$ cat src/verilog/imc_pkg.sv
// package for the two-wire master control block
package imc_pkg;
    localparam logic [7:0] OFS_CTRL_A = 8'h00;
    localparam logic [7:0] OFS_CTRL_B = 8'h04;
    localparam logic [7:0] OFS_SYNC = 8'h1c;
    localparam logic [7:0] OFS_STATUS = 8'h1a;
    localparam logic [31:0] CTRL_A_RESET = 32'h0000_0000;
    localparam logic [31:0] CTRL_B_RESET = 32'h0000_0000;
    localparam logic [31:0] CTRL_A_WMASK = 32'h7bf1_009f;
    localparam int A_SOFT_RESET = 0;
    localparam int A_ENABLE = 1;
    localparam int A_MODE_LO = 2;
    localparam int A_STANDBY = 7;
    localparam int A_FOUR_WIRE = 16;
    localparam int A_HOLD_LO = 20;
    localparam int A_MEXT = 22;
    localparam int A_SEXT = 23;
    localparam int A_SPEED_LO = 24;
    localparam int A_STRETCH = 27;
    localparam int A_INACT_LO = 28;
    localparam int B_SMART = 8;
    localparam int B_CMD_LO = 16;
    localparam int B_ACK = 18;
    localparam logic [2:0] MODE_MASTER = 3'h5;
    localparam int CLK_MHZ = 125;
    localparam int SYNC_CYCLES = 4;
    localparam int SLAVE_EXT_MS = 25;
    localparam int MASTER_EXT_MS = 10;
    localparam int SLAVE_EXT_CYCLES = SLAVE_EXT_MS * 1000 * CLK_MHZ;
    localparam int MASTER_EXT_CYCLES = MASTER_EXT_MS * 1000 * CLK_MHZ;
    localparam int HOLD1_NS = 50;
    localparam int HOLD2_NS = 300;
    localparam int HOLD3_NS = 400;
    localparam int HOLD1_CYCLES = (HOLD1_NS * CLK_MHZ + 999) / 1000;
    localparam int HOLD2_CYCLES = (HOLD2_NS * CLK_MHZ + 999) / 1000;
    localparam int HOLD3_CYCLES = (HOLD3_NS * CLK_MHZ + 999) / 1000;
    localparam int INACT1_PERIODS = 5;
    localparam int INACT2_PERIODS = 10;
    localparam int INACT3_PERIODS = 20;
    typedef enum logic [1:0] {CMD_NONE, CMD_RESTART, CMD_READ, CMD_STOP} imc_cmd_type;
    typedef enum logic [1:0] {BUS_UNKNOWN, BUS_IDLE, BUS_OWNER, BUS_BUSY} imc_bus_type;
    typedef struct packed {
        logic [7:0] addr;
        logic [31:0] wdata;
        logic wr;
        logic rd;
    } imc_req_type;
    typedef struct packed {
        logic [31:0] rdata;
        logic err;
    } imc_rsp_type;
    typedef struct packed {
        logic restart;
        logic read_byte;
        logic stop;
        logic send_nack;
        logic ack_valid;
    } imc_op_type;
endpackage : imc_pkg

$ cat src/verilog/imc_master_control.sv
// control register block of the two-wire bus master
`timescale 1ns/10ps
module imc_master_control #(
    parameter int SLAVE_EXT_LIMIT = imc_pkg::SLAVE_EXT_CYCLES,
    parameter int MASTER_EXT_LIMIT = imc_pkg::MASTER_EXT_CYCLES
) (
    input wire logic clock_i,
    input wire logic sys_rst_i,
    input wire imc_pkg::imc_req_type req_i,
    input wire logic scl_i,
    input wire logic master_reading_i,
    input wire logic data_read_i,
    input wire logic addr_write_i,
    input wire logic op_done_i,
    input wire logic bus_start_i,
    input wire logic bus_ack_i,
    input wire logic bus_stop_i,
    input wire logic standby_i,
    output imc_pkg::imc_rsp_type rsp_o,
    output imc_pkg::imc_op_type op_o,
    output logic core_clock_en_o,
    output logic module_enabled_o,
    output logic four_wire_o,
    output logic [1:0] speed_o,
    output logic [5:0] hold_cycles_o,
    output logic stretch_after_ack_o,
    output imc_pkg::imc_bus_type bus_state_o,
    output logic clock_hold_release_o,
    output logic extend_timeout_status_o,
    output logic bus_error_status_o,
    output logic master_on_bus_flag_o
);
    import imc_pkg::*;

    typedef struct packed {
        logic [31:0] ctrl_a;
        logic [31:0] ctrl_b;
        logic enable_busy;
        logic reset_busy;
        logic system_operation_busy;
        logic [2:0] sync_cnt;
        logic [1:0] scl_sync;
        logic scl_prev;
        logic [15:0] scl_low_cnt;
        logic [4:0] low_periods;
        logic [15:0] period_cnt;
        logic [15:0] scl_period;
        logic [31:0] sext_cnt;
        logic [31:0] mext_cnt;
        logic in_frame;
        imc_rsp_type rsp;
        imc_op_type op;
        imc_bus_type bus;
        logic clock_hold_release;
        logic extend_timeout_status;
        logic bus_error_status;
        logic master_on_bus_flag;
        logic core_clock_en;
        logic module_enabled;
        logic [5:0] hold_cycles;
    } imc_state_type;

    imc_state_type st;
    imc_state_type next_st;

    function automatic logic [4:0] inact_limit(input logic [1:0] sel);
        unique case (sel)
            2'h0: inact_limit = 5'h0;
            2'h1: inact_limit = 5'(INACT1_PERIODS);
            2'h2: inact_limit = 5'(INACT2_PERIODS);
            2'h3: inact_limit = 5'(INACT3_PERIODS);
        endcase
    endfunction : inact_limit

    function automatic logic [5:0] hold_sel(input logic [1:0] sel);
        unique case (sel)
            2'h0: hold_sel = 6'h0;
            2'h1: hold_sel = 6'(HOLD1_CYCLES);
            2'h2: hold_sel = 6'(HOLD2_CYCLES);
            2'h3: hold_sel = 6'(HOLD3_CYCLES);
        endcase
    endfunction : hold_sel

    logic scl_fall;
    logic scl_rise;
    logic scl_low;
    logic wr_a;
    logic wr_b;
    logic extend_hit;
    logic [1:0] cmd;

    always_comb begin
        next_st = st;
        scl_low = ~st.scl_sync[1];
        // only the second stage is looked at
        scl_fall = st.scl_prev & ~st.scl_sync[1];
        scl_rise = ~st.scl_prev & st.scl_sync[1];
        wr_a = req_i.wr && req_i.addr == OFS_CTRL_A;
        wr_b = req_i.wr && req_i.addr == OFS_CTRL_B;
        cmd = req_i.wdata[B_CMD_LO +: 2];
        extend_hit = 1'b0;
        next_st.scl_sync = {st.scl_sync[0], scl_i};
        next_st.scl_prev = st.scl_sync[1];
        next_st.op = '0;
        next_st.rsp = '0;
        next_st.clock_hold_release = 1'b0;

        // synchroniser for enable and reset
        // runs ahead of the bus access so a fresh write restarts the count
        if (st.sync_cnt != 3'h0) begin
            next_st.sync_cnt = st.sync_cnt - 3'h1;
        end else begin
            if (st.enable_busy) begin
                next_st.module_enabled = st.ctrl_a[A_ENABLE];
                next_st.enable_busy = 1'b0;
            end
            if (st.reset_busy) begin
                next_st.reset_busy = 1'b0;
                next_st.ctrl_a = CTRL_A_RESET;
            end
        end

        // bus access
        if (req_i.wr && st.reset_busy) begin
            next_st.rsp.err = 1'b1;
        end else if (wr_a && req_i.wdata[A_SOFT_RESET]) begin
            // soft reset wins, rest of the write is dropped
            next_st.ctrl_a = CTRL_A_RESET | 32'h1;
            next_st.ctrl_b = CTRL_B_RESET;
            next_st.reset_busy = 1'b1;
            next_st.enable_busy = 1'b0;
            next_st.system_operation_busy = 1'b0;
            next_st.module_enabled = 1'b0;
            next_st.extend_timeout_status = 1'b0;
            next_st.bus_error_status = 1'b0;
            next_st.master_on_bus_flag = 1'b0;
            next_st.sync_cnt = 3'(SYNC_CYCLES);
        end else if (wr_a) begin
            next_st.ctrl_a = req_i.wdata & CTRL_A_WMASK;
            if (req_i.wdata[A_ENABLE] != st.ctrl_a[A_ENABLE]) begin
                next_st.enable_busy = 1'b1;
                next_st.sync_cnt = 3'(SYNC_CYCLES);
            end
        end else if (wr_b) begin
            // ack bit and smart bit kept, command bits never stored
            next_st.ctrl_b = {13'h0, req_i.wdata[B_ACK], 9'h0, req_i.wdata[B_SMART], 8'h0};
            if (cmd != 2'(CMD_NONE)) begin
                next_st.system_operation_busy = 1'b1;
                // the command hands the bus back to the engine
                next_st.master_on_bus_flag = 1'b0;
                next_st.op.send_nack = req_i.wdata[B_ACK];
                next_st.op.ack_valid = master_reading_i;
                next_st.op.restart = cmd == 2'(CMD_RESTART);
                next_st.op.read_byte = cmd == 2'(CMD_READ) && master_reading_i;
                next_st.op.stop = cmd == 2'(CMD_STOP);
            end
        end
        if (addr_write_i && !st.reset_busy) begin
            next_st.op.restart = 1'b1;
            next_st.system_operation_busy = 1'b1;
        end
        if (data_read_i && st.ctrl_b[B_SMART] && master_reading_i) begin
            next_st.op.send_nack = st.ctrl_b[B_ACK];
            next_st.op.ack_valid = 1'b1;
        end
        if (op_done_i && !next_st.op.restart && !wr_b) begin
            next_st.system_operation_busy = 1'b0;
        end

        if (req_i.rd) begin
            unique case (req_i.addr)
                OFS_CTRL_A: next_st.rsp.rdata = st.reset_busy ? 32'h1 : st.ctrl_a;
                OFS_CTRL_B: next_st.rsp.rdata = st.reset_busy ? CTRL_B_RESET : st.ctrl_b;
                OFS_SYNC: next_st.rsp.rdata = {29'h0, st.system_operation_busy,
                    st.enable_busy, st.reset_busy};
                OFS_STATUS: next_st.rsp.rdata = {22'h0, st.extend_timeout_status, 9'h0}
                    | {31'h0, st.bus_error_status};
                default: next_st.rsp.rdata = 32'h0;
            endcase
        end

        // frame tracking
        if (bus_start_i) begin
            next_st.in_frame = 1'b1;
            next_st.sext_cnt = 32'h0;
            next_st.mext_cnt = 32'h0;
        end
        if (bus_ack_i) begin
            next_st.mext_cnt = 32'h0;
        end
        if (bus_stop_i) begin
            next_st.in_frame = 1'b0;
            next_st.bus = BUS_IDLE;
        end
        if (st.in_frame && scl_low && st.module_enabled) begin
            next_st.sext_cnt = st.sext_cnt + 32'h1;
            next_st.mext_cnt = next_st.mext_cnt + 32'h1;
        end
        if (st.ctrl_a[A_SEXT] && st.sext_cnt > 32'(SLAVE_EXT_LIMIT)) begin
            extend_hit = 1'b1;
        end
        if (st.ctrl_a[A_MEXT] && st.mext_cnt > 32'(MASTER_EXT_LIMIT)) begin
            extend_hit = 1'b1;
        end
        if (extend_hit && st.in_frame) begin
            // leaving the frame stops the counters firing again
            next_st.in_frame = 1'b0;
            next_st.op.stop = 1'b1;
            next_st.clock_hold_release = 1'b1;
            next_st.master_on_bus_flag = 1'b1;
            next_st.extend_timeout_status = 1'b1;
            next_st.bus_error_status = 1'b1;
        end else if (bus_start_i) begin
            next_st.master_on_bus_flag = 1'b0;
        end else if (bus_ack_i) begin
            // a finished byte gives the bus back to software
            next_st.master_on_bus_flag = 1'b1;
        end
        if (st.in_frame && !bus_stop_i && st.bus != BUS_OWNER) begin
            next_st.bus = BUS_OWNER;
        end

        // inactivity: scl period counted from rise to rise
        if (scl_rise) begin
            // last full period is held, the running count grows while scl is pinned
            next_st.scl_period = st.period_cnt;
            next_st.period_cnt = 16'h0;
        end else if (st.period_cnt != 16'hffff) begin
            next_st.period_cnt = st.period_cnt + 16'h1;
        end
        if (scl_fall) begin
            next_st.scl_low_cnt = 16'h0;
            next_st.low_periods = 5'h0;
        end else if (scl_low) begin
            if (st.scl_low_cnt >= st.scl_period && st.scl_period != 16'h0) begin
                next_st.scl_low_cnt = 16'h0;
                if (st.low_periods != 5'h1f) begin
                    next_st.low_periods = st.low_periods + 5'h1;
                end
            end else begin
                next_st.scl_low_cnt = st.scl_low_cnt + 16'h1;
            end
        end
        if (inact_limit(st.ctrl_a[A_INACT_LO +: 2]) != 5'h0 && scl_low
            && st.low_periods >= inact_limit(st.ctrl_a[A_INACT_LO +: 2])) begin
            next_st.bus = BUS_IDLE;
        end

        // the clock request drops one cycle after module_enabled falls
        next_st.core_clock_en = (~standby_i | st.ctrl_a[A_STANDBY]) & st.module_enabled;
        next_st.hold_cycles = hold_sel(next_st.ctrl_a[A_HOLD_LO +: 2]);

        if (sys_rst_i) begin
            next_st = '0;
            next_st.scl_sync = 2'h3;
            next_st.scl_prev = 1'b1;
        end
    end

    always_ff @(posedge clock_i) begin
        st <= next_st;
    end

    assign rsp_o = st.rsp;
    assign op_o = st.op;
    assign core_clock_en_o = st.core_clock_en;
    assign module_enabled_o = st.module_enabled;
    assign four_wire_o = st.ctrl_a[A_FOUR_WIRE];
    assign speed_o = st.ctrl_a[A_SPEED_LO +: 2];
    assign hold_cycles_o = st.hold_cycles;
    assign stretch_after_ack_o = st.ctrl_a[A_STRETCH];
    assign bus_state_o = st.bus;
    assign clock_hold_release_o = st.clock_hold_release;
    assign extend_timeout_status_o = st.extend_timeout_status;
    assign bus_error_status_o = st.bus_error_status;
    assign master_on_bus_flag_o = st.master_on_bus_flag;
endmodule : imc_master_control

$ cat config.mk
export PLATFORM = sky130hd
export DESIGN_NAME = imc_master_control
export DESIGN_NICKNAME = d
export VERILOG_FILES = /design/src/verilog/imc_pkg.sv /design/src/verilog/imc_master_control.sv
export SDC_FILE = /design/constraint.sdc
export NUM_CORES = 1
export LEC_CHECK = 0
export BUFFER_PORTS_ARGS = -buffer_cell sky130_fd_sc_hd__buf_2
export CAP_MARGIN = 25
export CORE_ASPECT_RATIO = 1.75
export CORE_MARGIN = 2
export CORE_UTILIZATION = 60
export CTS_CLUSTER_SIZE = 40
export DETAILED_ROUTE_END_ITERATION = 10
export GPL_TIMING_DRIVEN = 0
export HOLD_SLACK_MARGIN = 0.1
export PLACE_DENSITY = 0.87
export SLEW_MARGIN = 25
export SYNTH_ARGS = -nofsm -noshare
export SYNTH_HDL_FRONTEND = slang
export SYNTH_SLANG_ARGS = --single-unit
$ cat constraint.sdc
create_clock -name clock_i -period 5.3 [get_ports clock_i]
set_input_delay 0 -clock clock_i [delete_from_list [all_inputs] [get_ports clock_i]]
set_output_delay 0 -clock clock_i [all_outputs]
set_load 0.01 [all_outputs]
## Word level (Yosys, flattened, before mapping)

Index checks and enable logic that the tools add are counted.

| word-level totals | value |
|---|---|
| bits in registers | 243 |
| word-level logic and storage cells | 183 |
| output and inout bits | 56 |
| input bits | 53 |

| cells by class | value |
|---|---|
| bitwise operators | 12 |
| $lt $le $gt $ge | 4 |
| add/sub/neg operators | 6 |
| equal/unequal tests | 22 |
| reductions and logical operators | 52 |
| mux-type cells | 56 |

Operators by type and width:

| cell | number |
|---|---|
| 2-to-1 mux 32 bit | 8 |
| 2-to-1 mux 65 bit | 2 |
| one-hot mux 32 bit (4 select lines) | 1 |
| 2-to-1 mux 70 bit | 1 |
| adder 32 x 1 -> 32 bit (second input constant) | 2 |
| 2-to-1 mux 64 bit | 1 |
| adder 16 x 1 -> 16 bit (second input constant) | 2 |
| > comparator 32 x 21 -> 1 bit (second input constant) | 1 |
| > comparator 32 x 22 -> 1 bit (second input constant) | 1 |
| 2-to-1 mux 5 bit | 5 |
| 2-to-1 mux 1 bit | 24 |
| one-hot mux 6 bit (4 select lines) | 1 |
| logical AND 1 bit | 20 |
| one-hot mux 5 bit (4 select lines) | 1 |
| equality test 8 x 5 -> 1 bit (second input constant) | 2 |
| greater-or-equal comparator 16 bit | 1 |
| 2-to-1 mux 16 bit | 1 |
| != test 16 bit (second input constant) | 1 |
| nonzero test 16 bit | 1 |
| 2-to-1 mux 3 bit | 5 |
| nonzero test 5 bit | 3 |
| equality test 2 bit (second input constant) | 6 |
| nonzero test 3 bit | 4 |
| 2-to-1 mux 2 bit | 5 |
| 27 further kinds | 53 |

## Logic depth before layout (Yosys ltp)

Gate-level depths: netlist of run 1.

| depth | value |
|---|---|
| depth in word-level cells | 12 |
| gate-level depth with buffers | 11 |

## Least setup slack after synthesis of run 1

Ideal clock, no wire load.

| path | value |
|---|---|
| path kind | reg2reg |
| start | reg st[154] (netlist bit) |
| end | reg st[151] (netlist bit) |
| data required time | 5.184 ns |
| library setup time | 0.116 ns |
| path slack | 3.135 ns |
| cell stages (with the launch flop) | 10 |
| period minus slack after synthesis | 2.165 ns |
| arrival | 2.048 ns |
| buffers on the path | 0 |
| cell sequence | dfxtp_1 > inv_1 > ha_1 > nand2b_1 > a21oi_1 > o21ai_0 > a311oi_1 > a2111oi_2 > a21oi_1 > a31o_2 |

| between the ends | value |
|---|---|
| word-level cells in the longest chain between the ends | 3 |

Ends and longest elaborated chain:

| item | RTL line | text |
|---|---|---|
| start, declared | imc_master_control.sv:63 | `imc_state_type st;` |
| start signal, assigned | imc_master_control.sv:261 | `st <= next_st;` |
| greater-or-equal comparator 16 bit | imc_master_control.sv:235 | `if (st.scl_low_cnt >= st.scl_period && st.scl_period != 16'h0) begin` |
| logical AND 1 bit | imc_master_control.sv:235 |  |
| AND reduction 3 bit (no line) | - |  |

No other way between the ends.
A chain may end at the register's enable or synchronous reset.

## Final worst setup path of run 1

| path | value |
|---|---|
| start | in req_i[41] (netlist bit) |
| end | reg st, in the netlist hold_cycles_o[5] |

| between the ends | value |
|---|---|
| word-level cells in the longest chain between the ends | 7 |
| elaborated cells on any way between the ends | 11 |
| classes of those cells | eq/ne: 3; mux: 4; reduce/logical: 4 |

Ends and longest elaborated chain:

| item | RTL line | text |
|---|---|---|
| start, declared | imc_master_control.sv:9 | `input wire imc_pkg::imc_req_type req_i,` |
| logical NOT 8 bit (*) | imc_master_control.sv:98 | `wr_a = req_i.wr && req_i.addr == OFS_CTRL_A;` |
| logical AND 1 bit (*) | imc_master_control.sv:98 |  |
| 2-to-1 mux 32 bit or logical AND 1 bit (tied branches) | imc_master_control.sv:138, imc_master_control.sv:126 |  |
| 2-to-1 mux 65 bit (*) | imc_master_control.sv:126 | `end else if (wr_a && req_i.wdata[A_SOFT_RESET]) begin` |
| 2-to-1 mux 70 bit (*) | imc_master_control.sv:124 | `if (req_i.wr && st.reset_busy) begin` |
| equality test 2 bit, or another cell as far along | imc_master_control.sv:76 | `unique case (sel)` |
| one-hot mux 6 bit (4 select lines) (*) | imc_master_control.sv:76 |  |

Mark *: on every way between the ends. The rest lies on a longest branch, timed or not. The select of a mux whose other input is x is not followed.

==> results.sh, run 1 <==
export IMPL_tightest_slew_ps=999
export IMPL_yosys_area_top_type="dfxtp_1"
export IMPL_drive_gt1_share_pct=15.7
export IMPL_clock_latency_ps=510
export IMPL_timing_slew_headroom_pct=32.8
export IMPL_globalplace_congestion=0.868
export IMPL_ys_top_cells_by_count="211 x dfxtp_1, 140 x nor2_1, 127 x nand2_1"
export IMPL_crit_chain="dlygate4sd3_1, buf_2, nor4_1, nand4b_1, nor2_1, a21oi_1, a22oi_1, inv_1, ha_1, nor2_1, nor2_1"
export IMPL_switchingPower_w=0.000732
export IMPL_die_x_um=98.9
export IMPL_p_seq_share_pct=50.7
export IMPL_gr_total_overflow=0
export IMPL_nNetsFinal=1363
export IMPL_placed_area_um2=10200
export IMPL_synth_area_um2=9450
export IMPL_fin_crit_ps=3480
export IMPL_final_hold_viol_count=0
export IMPL_drt_iter0_drc=596
export IMPL_setup_violations_final=0
export IMPL_avgViaCountPerCell=5.83
export IMPL_rsz0062_at_grt="false"
export IMPL_synth_cells=1106
export IMPL_hold_path_cell_count=6
export IMPL_rows=60
export IMPL_syn_to_final_growth_pct=19.8
export IMPL_die_h_um=170
export IMPL_post_synth_fa_ha_maj_area_fraction_pct=4.50
export IMPL_final_max_slew_viol_count=0
export IMPL_ys_seq_area_share_pct=44.7
export IMPL_ir_drop_mv=0.405
export IMPL_syn_nets=1193
export IMPL_cts_buffers=20
export IMPL_postSynthAreaPerCell_um2=8.54
export IMPL_cp_end_kind="register"
export IMPL_max_cap_violations=0
export IMPL_cts_num_sinks=211
export IMPL_drcViolationCount=0
export IMPL_cts_buffer_depth=3
export IMPL_maxClockFrequency_mhz=288
export IMPL_synth_mux_area_share_pct=1.70
export IMPL_synth_top_family_by_area="simple AND/OR/NAND/NOR gates"
export IMPL_combPwrFrac_pct=5.9
export IMPL_ys_ff_latch=211
export IMPL_cts_setup_buffers=0
export IMPL_swShare_pct=23.0
export IMPL_fin_worst_skew_ps=29.5
export IMPL_final_core_util_pct=73.5
export IMPL_status="complete, no violations"
export IMPL_clk_pin_slew_ps=70
export IMPL_cts_root_buf="clkbuf_16"
export IMPL_start_util_pct=61.4
export IMPL_nFillCells=1020
export IMPL_yosysMostFrequentCell="dfxtp_1"
export IMPL_setup_tns_final_ps=0
export IMPL_synthArstFlopShare_pct=0
export IMPL_num_vias=8587
export IMPL_fin_ws_ps=1820
export IMPL_crit_top_cell="nor2_1"
export IMPL_startpoint_type="input port"
export IMPL_p_int_w=0.00245
export IMPL_die_area_um2=16800
export IMPL_grt_pass1_wl_mm=38.9
export IMPL_grt_max_degree=16
export IMPL_path_class="in2reg"
export IMPL_crit_cells=11
export IMPL_synth_cell_types=61
export IMPL_synth_top_flop_cell="dfxtp_1"
export IMPL_dp_hpwl_mm=16.1
export IMPL_slowest_delay_ps=810
export IMPL_synth_top_area_share_pct=44.7
export IMPL_grt_usage_pct=28.0
export IMPL_power_density_nw_per_um2=281
export IMPL_cts_max_level=1
export IMPL_antenna_found_initial=1
export IMPL_min_period_over_period_pct=65.6
export IMPL_routedWlPerCell_um=16.4
export IMPL_cp_buffers_inverters=3
export IMPL_drtAntennaViolNets=0
export IMPL_hold_ws_ps=149
export IMPL_worstPathArrival_ps=3860
export IMPL_synthTopCellsByArea="dfxtp_1 45%, nor2_1 5.6%, nand2_1 5.0%, ha_1 4.5%, buf_4 3.9%"
export IMPL_grt_pass1_vias=8386
export IMPL_crit_family="simple AND/OR/NAND/NOR gates"
export IMPL_numPortBuffers=95
export IMPL_cp_data_required_time_ps=5680
export IMPL_synthSimpleGateAreaFrac_pct=27.0
export IMPL_final_area_um2=11300
export IMPL_synth_compound_area_share_pct=9.74
export IMPL_ios=109
export IMPL_synth_edf_count=0
export IMPL_p_clk_share_pct=43.4
export IMPL_core_area_um2=15400
export IMPL_crit_fanout=10
export IMPL_p_leak_nw=4.63
export IMPL_synth_xor_area_share_pct=5.28
export IMPL_r2r_cells=10
export IMPL_min_path_type="in2reg"
export IMPL_place_ws_ps=2080
export IMPL_cp_slowest_cell="nor4_1"
export IMPL_drtPass1Iterations=5
export IMPL_yosysWarnings=0
export IMPL_finalWirelength_mm=24.2
export IMPL_cts_tree="yes"
logic make-up after synthesis:
family,Yosys count
compound gates,149
xor+xnor,57
fa+ha+maj,34
buf+inv,126
flops,211
mux,15
other cells,1
simple gates,513
through the flow:
stage,total power [W],std cells
after detailed placement,0.00180,1387
after floorplan,0.00174,1106
after CTS,0.00318,1473
after global placement,0.00180,1387
after global routing,0.00327,1474
final,0.00318,1474
worst register-to-register path, delay by kind of cell (launching register included):
kind / cells / cell delay (ps)
AO/OA/AOI/OAI: 4 / 1040
flip-flops: 1 / 360
buffers and inverters: 2 / 500
adder cells (fa/ha/maj): 1 / 260
AND/OR/NAND/NOR: 3 / 420
state kept, by name (all words and copies together), names as in the netlist, 2 cells and up:
signal / cells
st: 157
bus_state_o: 2
speed_o: 2
hold_cycles_o: 5
op_o: 5
rsp_o: 33
cell usage in the layout (no fill, tap or decap), types with 3 or more instances in the layout:
cell type      count
a211oi_1           4
a21o_1             7
a21oi_1           69
a22oi_1           17
a311oi_1           3
a31oi_1            3
and2_1            34
and3_1            32
and4_1             5
buf_1              4
buf_2             97
buf_4             49
clkbuf_1          36
clkbuf_16         20
clkinv_2           3
dfxtp_1          211
dlygate4sd3_1     53
ha_1              34
inv_1             38
mux2_2             8
mux2i_1            7
nand2_1          127
nand2b_1           9
nand3_1           53
nand3b_1           9
nand4_1           20
nand4b_1           3
nor2_1           140
nor2b_1            8
nor3_1            21
nor4_1            16
o211ai_1          10
o21ai_0           18
or2_2              8
or3_1             12
xnor2_1           29
xor2_1            28
power groups by stage:
stage	registers, W	logic [W]	clock network (W)
6_report	0.00161	0.000189	0.00138
5_1_grt	0.00161	0.000204	0.00145
4_1_cts	0.00161	0.000178	0.00139
3_5_place_dp	0.00165	0.000153	0
3_3_place_gp	0.00165	0.000148	0
2_1_floorplan	0.00164	0.0000991	0
metal layers:
metal | GRT usage [%] | wire length, um
met1 | 29.4 | 8780
met3 | 4.76 | 1400
met5 | 0 | 0
met4 | 12.8 | 1050
met2 | 53.1 | 13000
area by class of cell:
type | count | area [um^2] | area share (%)
multi-input cells | 769 | 4560 | 40.3
flip-flops and latches | 211 | 4220 | 37.3
repair buffers | 148 | 1010 | 8.89
clock buffers | 25 | 539 | 4.77
plain buffers | 88 | 517 | 4.57
well taps | 186 | 233 | 2.06
inverters | 38 | 143 | 1.26
clock inverters | 8 | 86.3 | 0.763
diodes | 1 | 2.50 | 0.0221
final timing paths:
path / startpoint / endpoint / slack [ps]
max: req_i[41] / hold_cycles_o[5]$_SDFF_PP0_ / 1820
min reg2reg: st[171]$_SDFF_PP1_ / st[172]$_SDFF_PP1_ / 430
max reg2reg: st[154]$_SDFFE_PP0N_ / st[159]$_SDFFE_PP0N_ / 2570
min: req_i[40] / rsp_o[10]$_SDFF_PP0_ / 150
repair_timing:
| item | in CTS | in global routing |
|---|---|---|
| hold buffers | 53 | 0 |
| hold endpoints to repair | 67 | 0 |
| gates resized for setup | 0 | 0 |
(Power assumes the default switching activity.)
==> run 2, diff against run 1 <==
--- a/config.mk
+++ b/config.mk
@@ -9,12 +9,12 @@
 export CAP_MARGIN = 25
 export CORE_ASPECT_RATIO = 1.75
 export CORE_MARGIN = 2
-export CORE_UTILIZATION = 60
+export CORE_UTILIZATION = 58
 export CTS_CLUSTER_SIZE = 40
 export DETAILED_ROUTE_END_ITERATION = 10
 export GPL_TIMING_DRIVEN = 0
 export HOLD_SLACK_MARGIN = 0.1
-export PLACE_DENSITY = 0.87
+export PLACE_DENSITY = 0.84
 export SLEW_MARGIN = 25
 export SYNTH_ARGS = -nofsm -noshare
 export SYNTH_HDL_FRONTEND = slang
==> constraint.sdc (replaced) <==
create_clock -name clock_i -period 3.2 [get_ports clock_i]
set_input_delay 0 -clock clock_i [delete_from_list [all_inputs] [get_ports clock_i]]
set_output_delay 0 -clock clock_i [all_outputs]
set_load 0.01 [all_outputs]
==> results.sh, run 2 (same netlist as run 1, synthesis figures left out) <==
export IMPL_core_area_um2=16000
export IMPL_nNetsFinal=1367
export IMPL_multi_input_area_um2=4580
export IMPL_layout_cells_non_filler=1484
export IMPL_cts_tree="yes"
export IMPL_worstPathArrival_ps=3510
export IMPL_drtPass1Iterations=6
export IMPL_rsz0062_at_grt="false"
export IMPL_globalplace_congestion=0.909
export IMPL_min_period_over_period_pct=95.9
export IMPL_final_cell_mix="211 x dfxtp_1, 140 x nor2_1, 127 x nand2_1, 97 x buf_2, 69 x a21oi_1"
export IMPL_largest_reg_flops=157
export IMPL_min_path_type="in2reg"
export IMPL_swShare_pct=22.9
export IMPL_drcViolationCount=0
export IMPL_cts_root_buf="clkbuf_16"
export IMPL_timing_slew_headroom_pct=35.5
export IMPL_cp_data_required_time_ps=3640
export IMPL_fin_ws_ps=130
export IMPL_grt_max_degree=19
export IMPL_power_density_nw_per_um2=478
export IMPL_final_common_cell="dfxtp_1"
export IMPL_setup_violations_final=0
export IMPL_status="complete, no violations"
export IMPL_clk_pin_slew_ps=70
export IMPL_drtAntennaViolNets=0
export IMPL_cts_buffer_depth=3
export IMPL_combPwrFrac_pct=5.9
export IMPL_antenna_found_initial=3
export IMPL_numPortBuffers=95
export IMPL_num_vias=8527
export IMPL_max_cap_violations=0
export IMPL_final_max_slew_viol_count=0
export IMPL_start_util_pct=59.2
export IMPL_ios=109
export IMPL_place_ws_ps=204
export IMPL_largest_register="st"
export IMPL_grt_pass1_vias=8392
export IMPL_final_hold_viol_count=0
export IMPL_clock_latency_ps=500
export IMPL_die_x_um=100
export IMPL_startpoint_type="input port"
export IMPL_gr_total_overflow=0
export IMPL_placed_cells=1390
export IMPL_rows=61
export IMPL_finalWirelength_mm=24.8
export IMPL_avgViaCountPerCell=5.75
export IMPL_maxClockFrequency_mhz=326
export IMPL_cts_setup_buffers=0
export IMPL_tightest_slew_ps=967
export IMPL_cp_end_kind="register"
export IMPL_crit_fanout=10
export IMPL_nFillCells=1154
export IMPL_drive_gt1_share_pct=15.9
export IMPL_cts_max_level=1
export IMPL_ir_drop_mv=0.389
export IMPL_drt_iter0_drc=619
export IMPL_fin_worst_skew_ps=17.7
export IMPL_routedWlPerCell_um=16.7
export IMPL_p_int_w=0.00421
export IMPL_p_clk_share_pct=45.2
export IMPL_dp_hpwl_mm=16.3
export IMPL_cts_num_sinks=211
export IMPL_syn_to_final_growth_pct=21.0
export IMPL_p_leak_nw=4.66
export IMPL_die_area_um2=17400
export IMPL_die_h_um=173
export IMPL_p_total_w=0.00546
export IMPL_grt_usage_pct=28.5
export IMPL_p_seq_share_pct=48.9
export IMPL_grt_pass1_wl_mm=40.3
export IMPL_regArea_um2=4220
export IMPL_path_class="in2reg"
export IMPL_fin_crit_ps=3070
export IMPL_cts_buffers=19
export IMPL_setup_tns_final_ps=0
export IMPL_switchingPower_w=0.00125
==> run 2: changes by cell type in the layout (fill, tap and decap cells not counted), sizes merged <==
cell / delta
dlygate4sd3: +5
clkbuf: -4
bufinv: +3
clkinvlp: +3
clkinv: -2
diode: +1
inv: +1
==> run 2: worst max-delay path, cell delays in order <==
cell and delay, ps:
dlygate4sd3_1 530, buf_2 140, nor4_4 270, dlygate4sd3_1 680, nand2_1 90, clkbuf_2 200
nor2_1 170, nand3_1 90, dlygate4sd3_1 560, a21oi_1 180, dlygate4sd3_1 590
==> run 2: power by group through the flow <==
stage | registers [W] | logic (W) | clock network, W
final | 0.00267 | 0.000321 | 0.00247
after detailed placement | 0.00273 | 0.000256 | 0
after global placement | 0.00273 | 0.000246 | 0
after CTS | 0.00267 | 0.000298 | 0.00247
after global routing | 0.00267 | 0.000346 | 0.00260
after floorplan | 0.00272 | 0.000164 | 0
==> run 2: what timing repair did <==
item / 4_1_cts / 5_1_grt
hold endpoints to repair: 71 / 0
gates resized for setup: 0 / 4
endpoints found under the setup margin: 0 / 38
hold buffers: 58 / 0
==> run 2: path summary, 6_finish.rpt <==
path                                            from              endpoint  slack (ps)  depth (start not counted)
worst min register to register    st[171]$_SDFF_PP1_    st[172]$_SDFF_PP1_         450                          1
worst min-delay path                       req_i[40]    op_o[0]$_SDFF_PP0_         210                          5
worst max-delay path                       req_i[41]  st[187]$_SDFFE_PP0P_         130                         11
worst max register to register  st[154]$_SDFFE_PP0N_  st[162]$_SDFFE_PP0N_         430                         10
==> run 2: metal layers <==
metal / global-route usage, % / part of all wire, % / wire (um)
met5: 0 / 0 / 0
met4: 15.1 / 5.1 / 1260
met3: 4.28 / 6.1 / 1500
met2: 51.8 / 53 / 13200
met1: 30.8 / 36 / 8830
==> run 2: per-stage QoR <==
stage	area, um^2	hold WS [ps]	util (%)
floorplan	9450	78.1	-
global placement	10200	213	63.7
detailed placement	10200	216	63.7
CTS	11400	188	71.5
global route	11400	250	71.7
finish	11400	205	71.7
==> run 2: area by class of cell <==
class	count	area share [%]
antenna	2	0.0438
sequential	211	37.0
multi-input combinational	769	40.1
buffer	88	4.53
timing repair buffer	153	9.24
inverter	38	1.25
clock inverter	13	1.63
tap	189	2.07
clock buffer	21	4.23
==> run 3, diff against run 2 <==
--- a/config.mk
+++ b/config.mk
@@ -9,12 +9,13 @@
 export CAP_MARGIN = 25
 export CORE_ASPECT_RATIO = 1.75
 export CORE_MARGIN = 2
-export CORE_UTILIZATION = 58
+export CORE_UTILIZATION = 60
+export CTS_BUF_LIST = sky130_fd_sc_hd__clkbuf_2 sky130_fd_sc_hd__clkbuf_4 sky130_fd_sc_hd__clkbuf_8
 export CTS_CLUSTER_SIZE = 40
 export DETAILED_ROUTE_END_ITERATION = 10
 export GPL_TIMING_DRIVEN = 0
 export HOLD_SLACK_MARGIN = 0.1
-export PLACE_DENSITY = 0.84
+export PLACE_DENSITY = 0.87
 export SLEW_MARGIN = 25
 export SYNTH_ARGS = -nofsm -noshare
 export SYNTH_HDL_FRONTEND = slang
==> results.sh, run 3 (same netlist as run 1, synthesis figures left out) <==
export IMPL_worstPathArrival_ps=3650
export IMPL_die_area_um2=16800
export IMPL_grt_pass1_wl_mm=40.0
export IMPL_layout_cells_non_filler=1505
export IMPL_final_hold_viol_count=0
export IMPL_placed_cells=1387
export IMPL_cp_slowest_cell="dlygate4sd3_1"
export IMPL_start_util_pct=61.4
export IMPL_avgViaCountPerCell=5.80
export IMPL_busiest_layer="met2"
export IMPL_dp_hpwl_mm=16.1
export IMPL_timing_slew_headroom_pct=39.3
export IMPL_clock_latency_ps=590
export IMPL_tightest_slew_ps=910
export IMPL_ir_drop_mv=0.453
export IMPL_cts_root_buf="clkbuf_8"
export IMPL_finalWirelength_mm=25.0
export IMPL_p_total_w=0.00530
export IMPL_ios=109
export IMPL_final_max_slew_viol_count=0
export IMPL_drcViolationCount=0
export IMPL_final_cell_mix="211 x dfxtp_1, 139 x nor2_1, 126 x nand2_1, 97 x buf_2, 69 x a21oi_1"
export IMPL_status="complete, no violations"
export IMPL_crit_chain="dlygate4sd3_1, buf_2, nor3_1, dlygate4sd3_1, nand2_1, clkbuf_1, nor2_1, nand3_1, dlygate4sd3_1, a21oi_1, dlygate4sd3_1"
export IMPL_syn_to_final_growth_pct=21.4
export IMPL_die_h_um=170
export IMPL_numPortBuffers=95
export IMPL_gr_total_overflow=0
export IMPL_cts_tree="yes"
export IMPL_routedWlPerCell_um=16.6
export IMPL_rsz0062_at_grt="false"
export IMPL_grt_pass1_vias=8525
export IMPL_antenna_found_initial=2
export IMPL_p_int_w=0.00407
export IMPL_crit_top_cell="dlygate4sd3_1"
export IMPL_cp_data_required_time_ps=3710
export IMPL_nNetsFinal=1381
export IMPL_largest_register="st"
export IMPL_grt_max_degree=16
export IMPL_max_cap_violations=0
export IMPL_largest_reg_flops=157
export IMPL_die_x_um=98.9
export IMPL_drtAntennaViolNets=0
export IMPL_fin_crit_ps=3140
export IMPL_core_area_um2=15400
export IMPL_p_leak_nw=4.71
export IMPL_gr_usage_met1_pct=30.2
export IMPL_global_route_usage_met2_pct=53.0
export IMPL_min_period_over_period_pct=98.1
export IMPL_setup_violations_final=0
export IMPL_cp_end_kind="register"
export IMPL_p_seq_share_pct=50.4
export IMPL_swShare_pct=23.2
export IMPL_cts_buffers=29
export IMPL_combPwrFrac_pct=5.8
export IMPL_drtPass1Iterations=5
export IMPL_slowest_delay_ps=650
export IMPL_drive_gt1_share_pct=17.4
export IMPL_p_clk_share_pct=43.9
export IMPL_power_density_nw_per_um2=463
export IMPL_rows=60
export IMPL_maxClockFrequency_mhz=319
export IMPL_drt_iter0_drc=579
export IMPL_fin_worst_skew_ps=29.4
export IMPL_min_path_type="in2reg"
export IMPL_startpoint_type="input port"
export IMPL_cts_max_level=1
export IMPL_globalplace_congestion=0.868
export IMPL_grt_usage_pct=28.9
export IMPL_num_vias=8731
export IMPL_final_common_cell="dfxtp_1"
export IMPL_clk_pin_slew_ps=70
export IMPL_hold_ws_ps=161
export IMPL_final_core_util_pct=74.5
export IMPL_switchingPower_w=0.00123
export IMPL_grt_use_met3_pct=5.01
export IMPL_cts_num_sinks=211
export IMPL_cts_buffer_depth=3
export IMPL_crit_fanout=10
export IMPL_path_class="in2reg"
export IMPL_cts_setup_buffers=0
-- run 3: cell types whose count changed in the layout (fill, tap and decap cells not counted), sizes merged --
cell,delta
bufinv,-3
clkbuf,+29
clkinv,-3
clkinvlp,-4
diode,+1
dlygate4sd3,+4
-- run 3: critical path, delay by kind of cell --
kind	cells	cell delay, ps
AO/OA/AOI/OAI	1	180
buffers and inverters	6	2720
AND/OR/NAND/NOR	4	740
-- run 3: worst paths after layout --
path	cells past startpoint	slack (ps)	startpoint	endpoint
worst min register to register	1	420	st[171]$_SDFF_PP1_	st[172]$_SDFF_PP1_
worst max-delay path	11	60	req_i[37]	st[197]$_SDFFE_PP0P_
worst max register to register	8	210	st[173]$_SDFF_PP0_	st[215]$_SDFF_PP0_
worst min-delay path	3	160	scl_i	st[171]$_SDFF_PP1_
-- run 3: metal layers --
metal  vias up  part of all wire, %
met5         -                    0
met4         0                  7.4
met3       160                  6.3
met2       368                   51
met1      4091                   35
li1       4112                    -
-- run 3: power by group through the flow --
| stage | Clock (W) | Sequential, W | Combinational [W] |
|---|---|---|---|
| finish | 0.00233 | 0.00267 | 0.000305 |
| global placement | 0 | 0.00273 | 0.000245 |
| global route | 0.00245 | 0.00267 | 0.000333 |
| CTS | 0.00232 | 0.00267 | 0.000293 |
| floorplan | 0 | 0.00272 | 0.000164 |
| detailed placement | 0 | 0.00273 | 0.000253 |
-- run 3: final cells by class --
cell class                 count  area [um^2]
clock inverter                 3         46.3
inverter                      38          143
multi-input combinational    769         4580
fill                         985         3930
antenna                        3         7.51
sequential                   211         4220
timing repair buffer         157         1100
clock buffer                  50          619
tap                          186          233
buffer                        88          517
-- run 3: repair_timing --
| action | CTS | global route |
|---|---|---|
| endpoints found under the setup margin | 0 | 5 |
| hold buffers | 62 | 0 |
| endpoints found under the hold margin | 87 | 0 |
| gates resized for setup | 0 | 4 |
-- run 3: through the flow --
stage | setup slack (ps) | area (um^2) | TNS [ps]
floorplan | 1040 | 9450 | 0
global placement | 64.1 | 10200 | 0
detailed placement | -24.5 | 10200 | -44.1
CTS | 95.8 | 11400 | 0
global route | 5.70 | 11500 | 0
finish | 62.3 | 11500 | 0
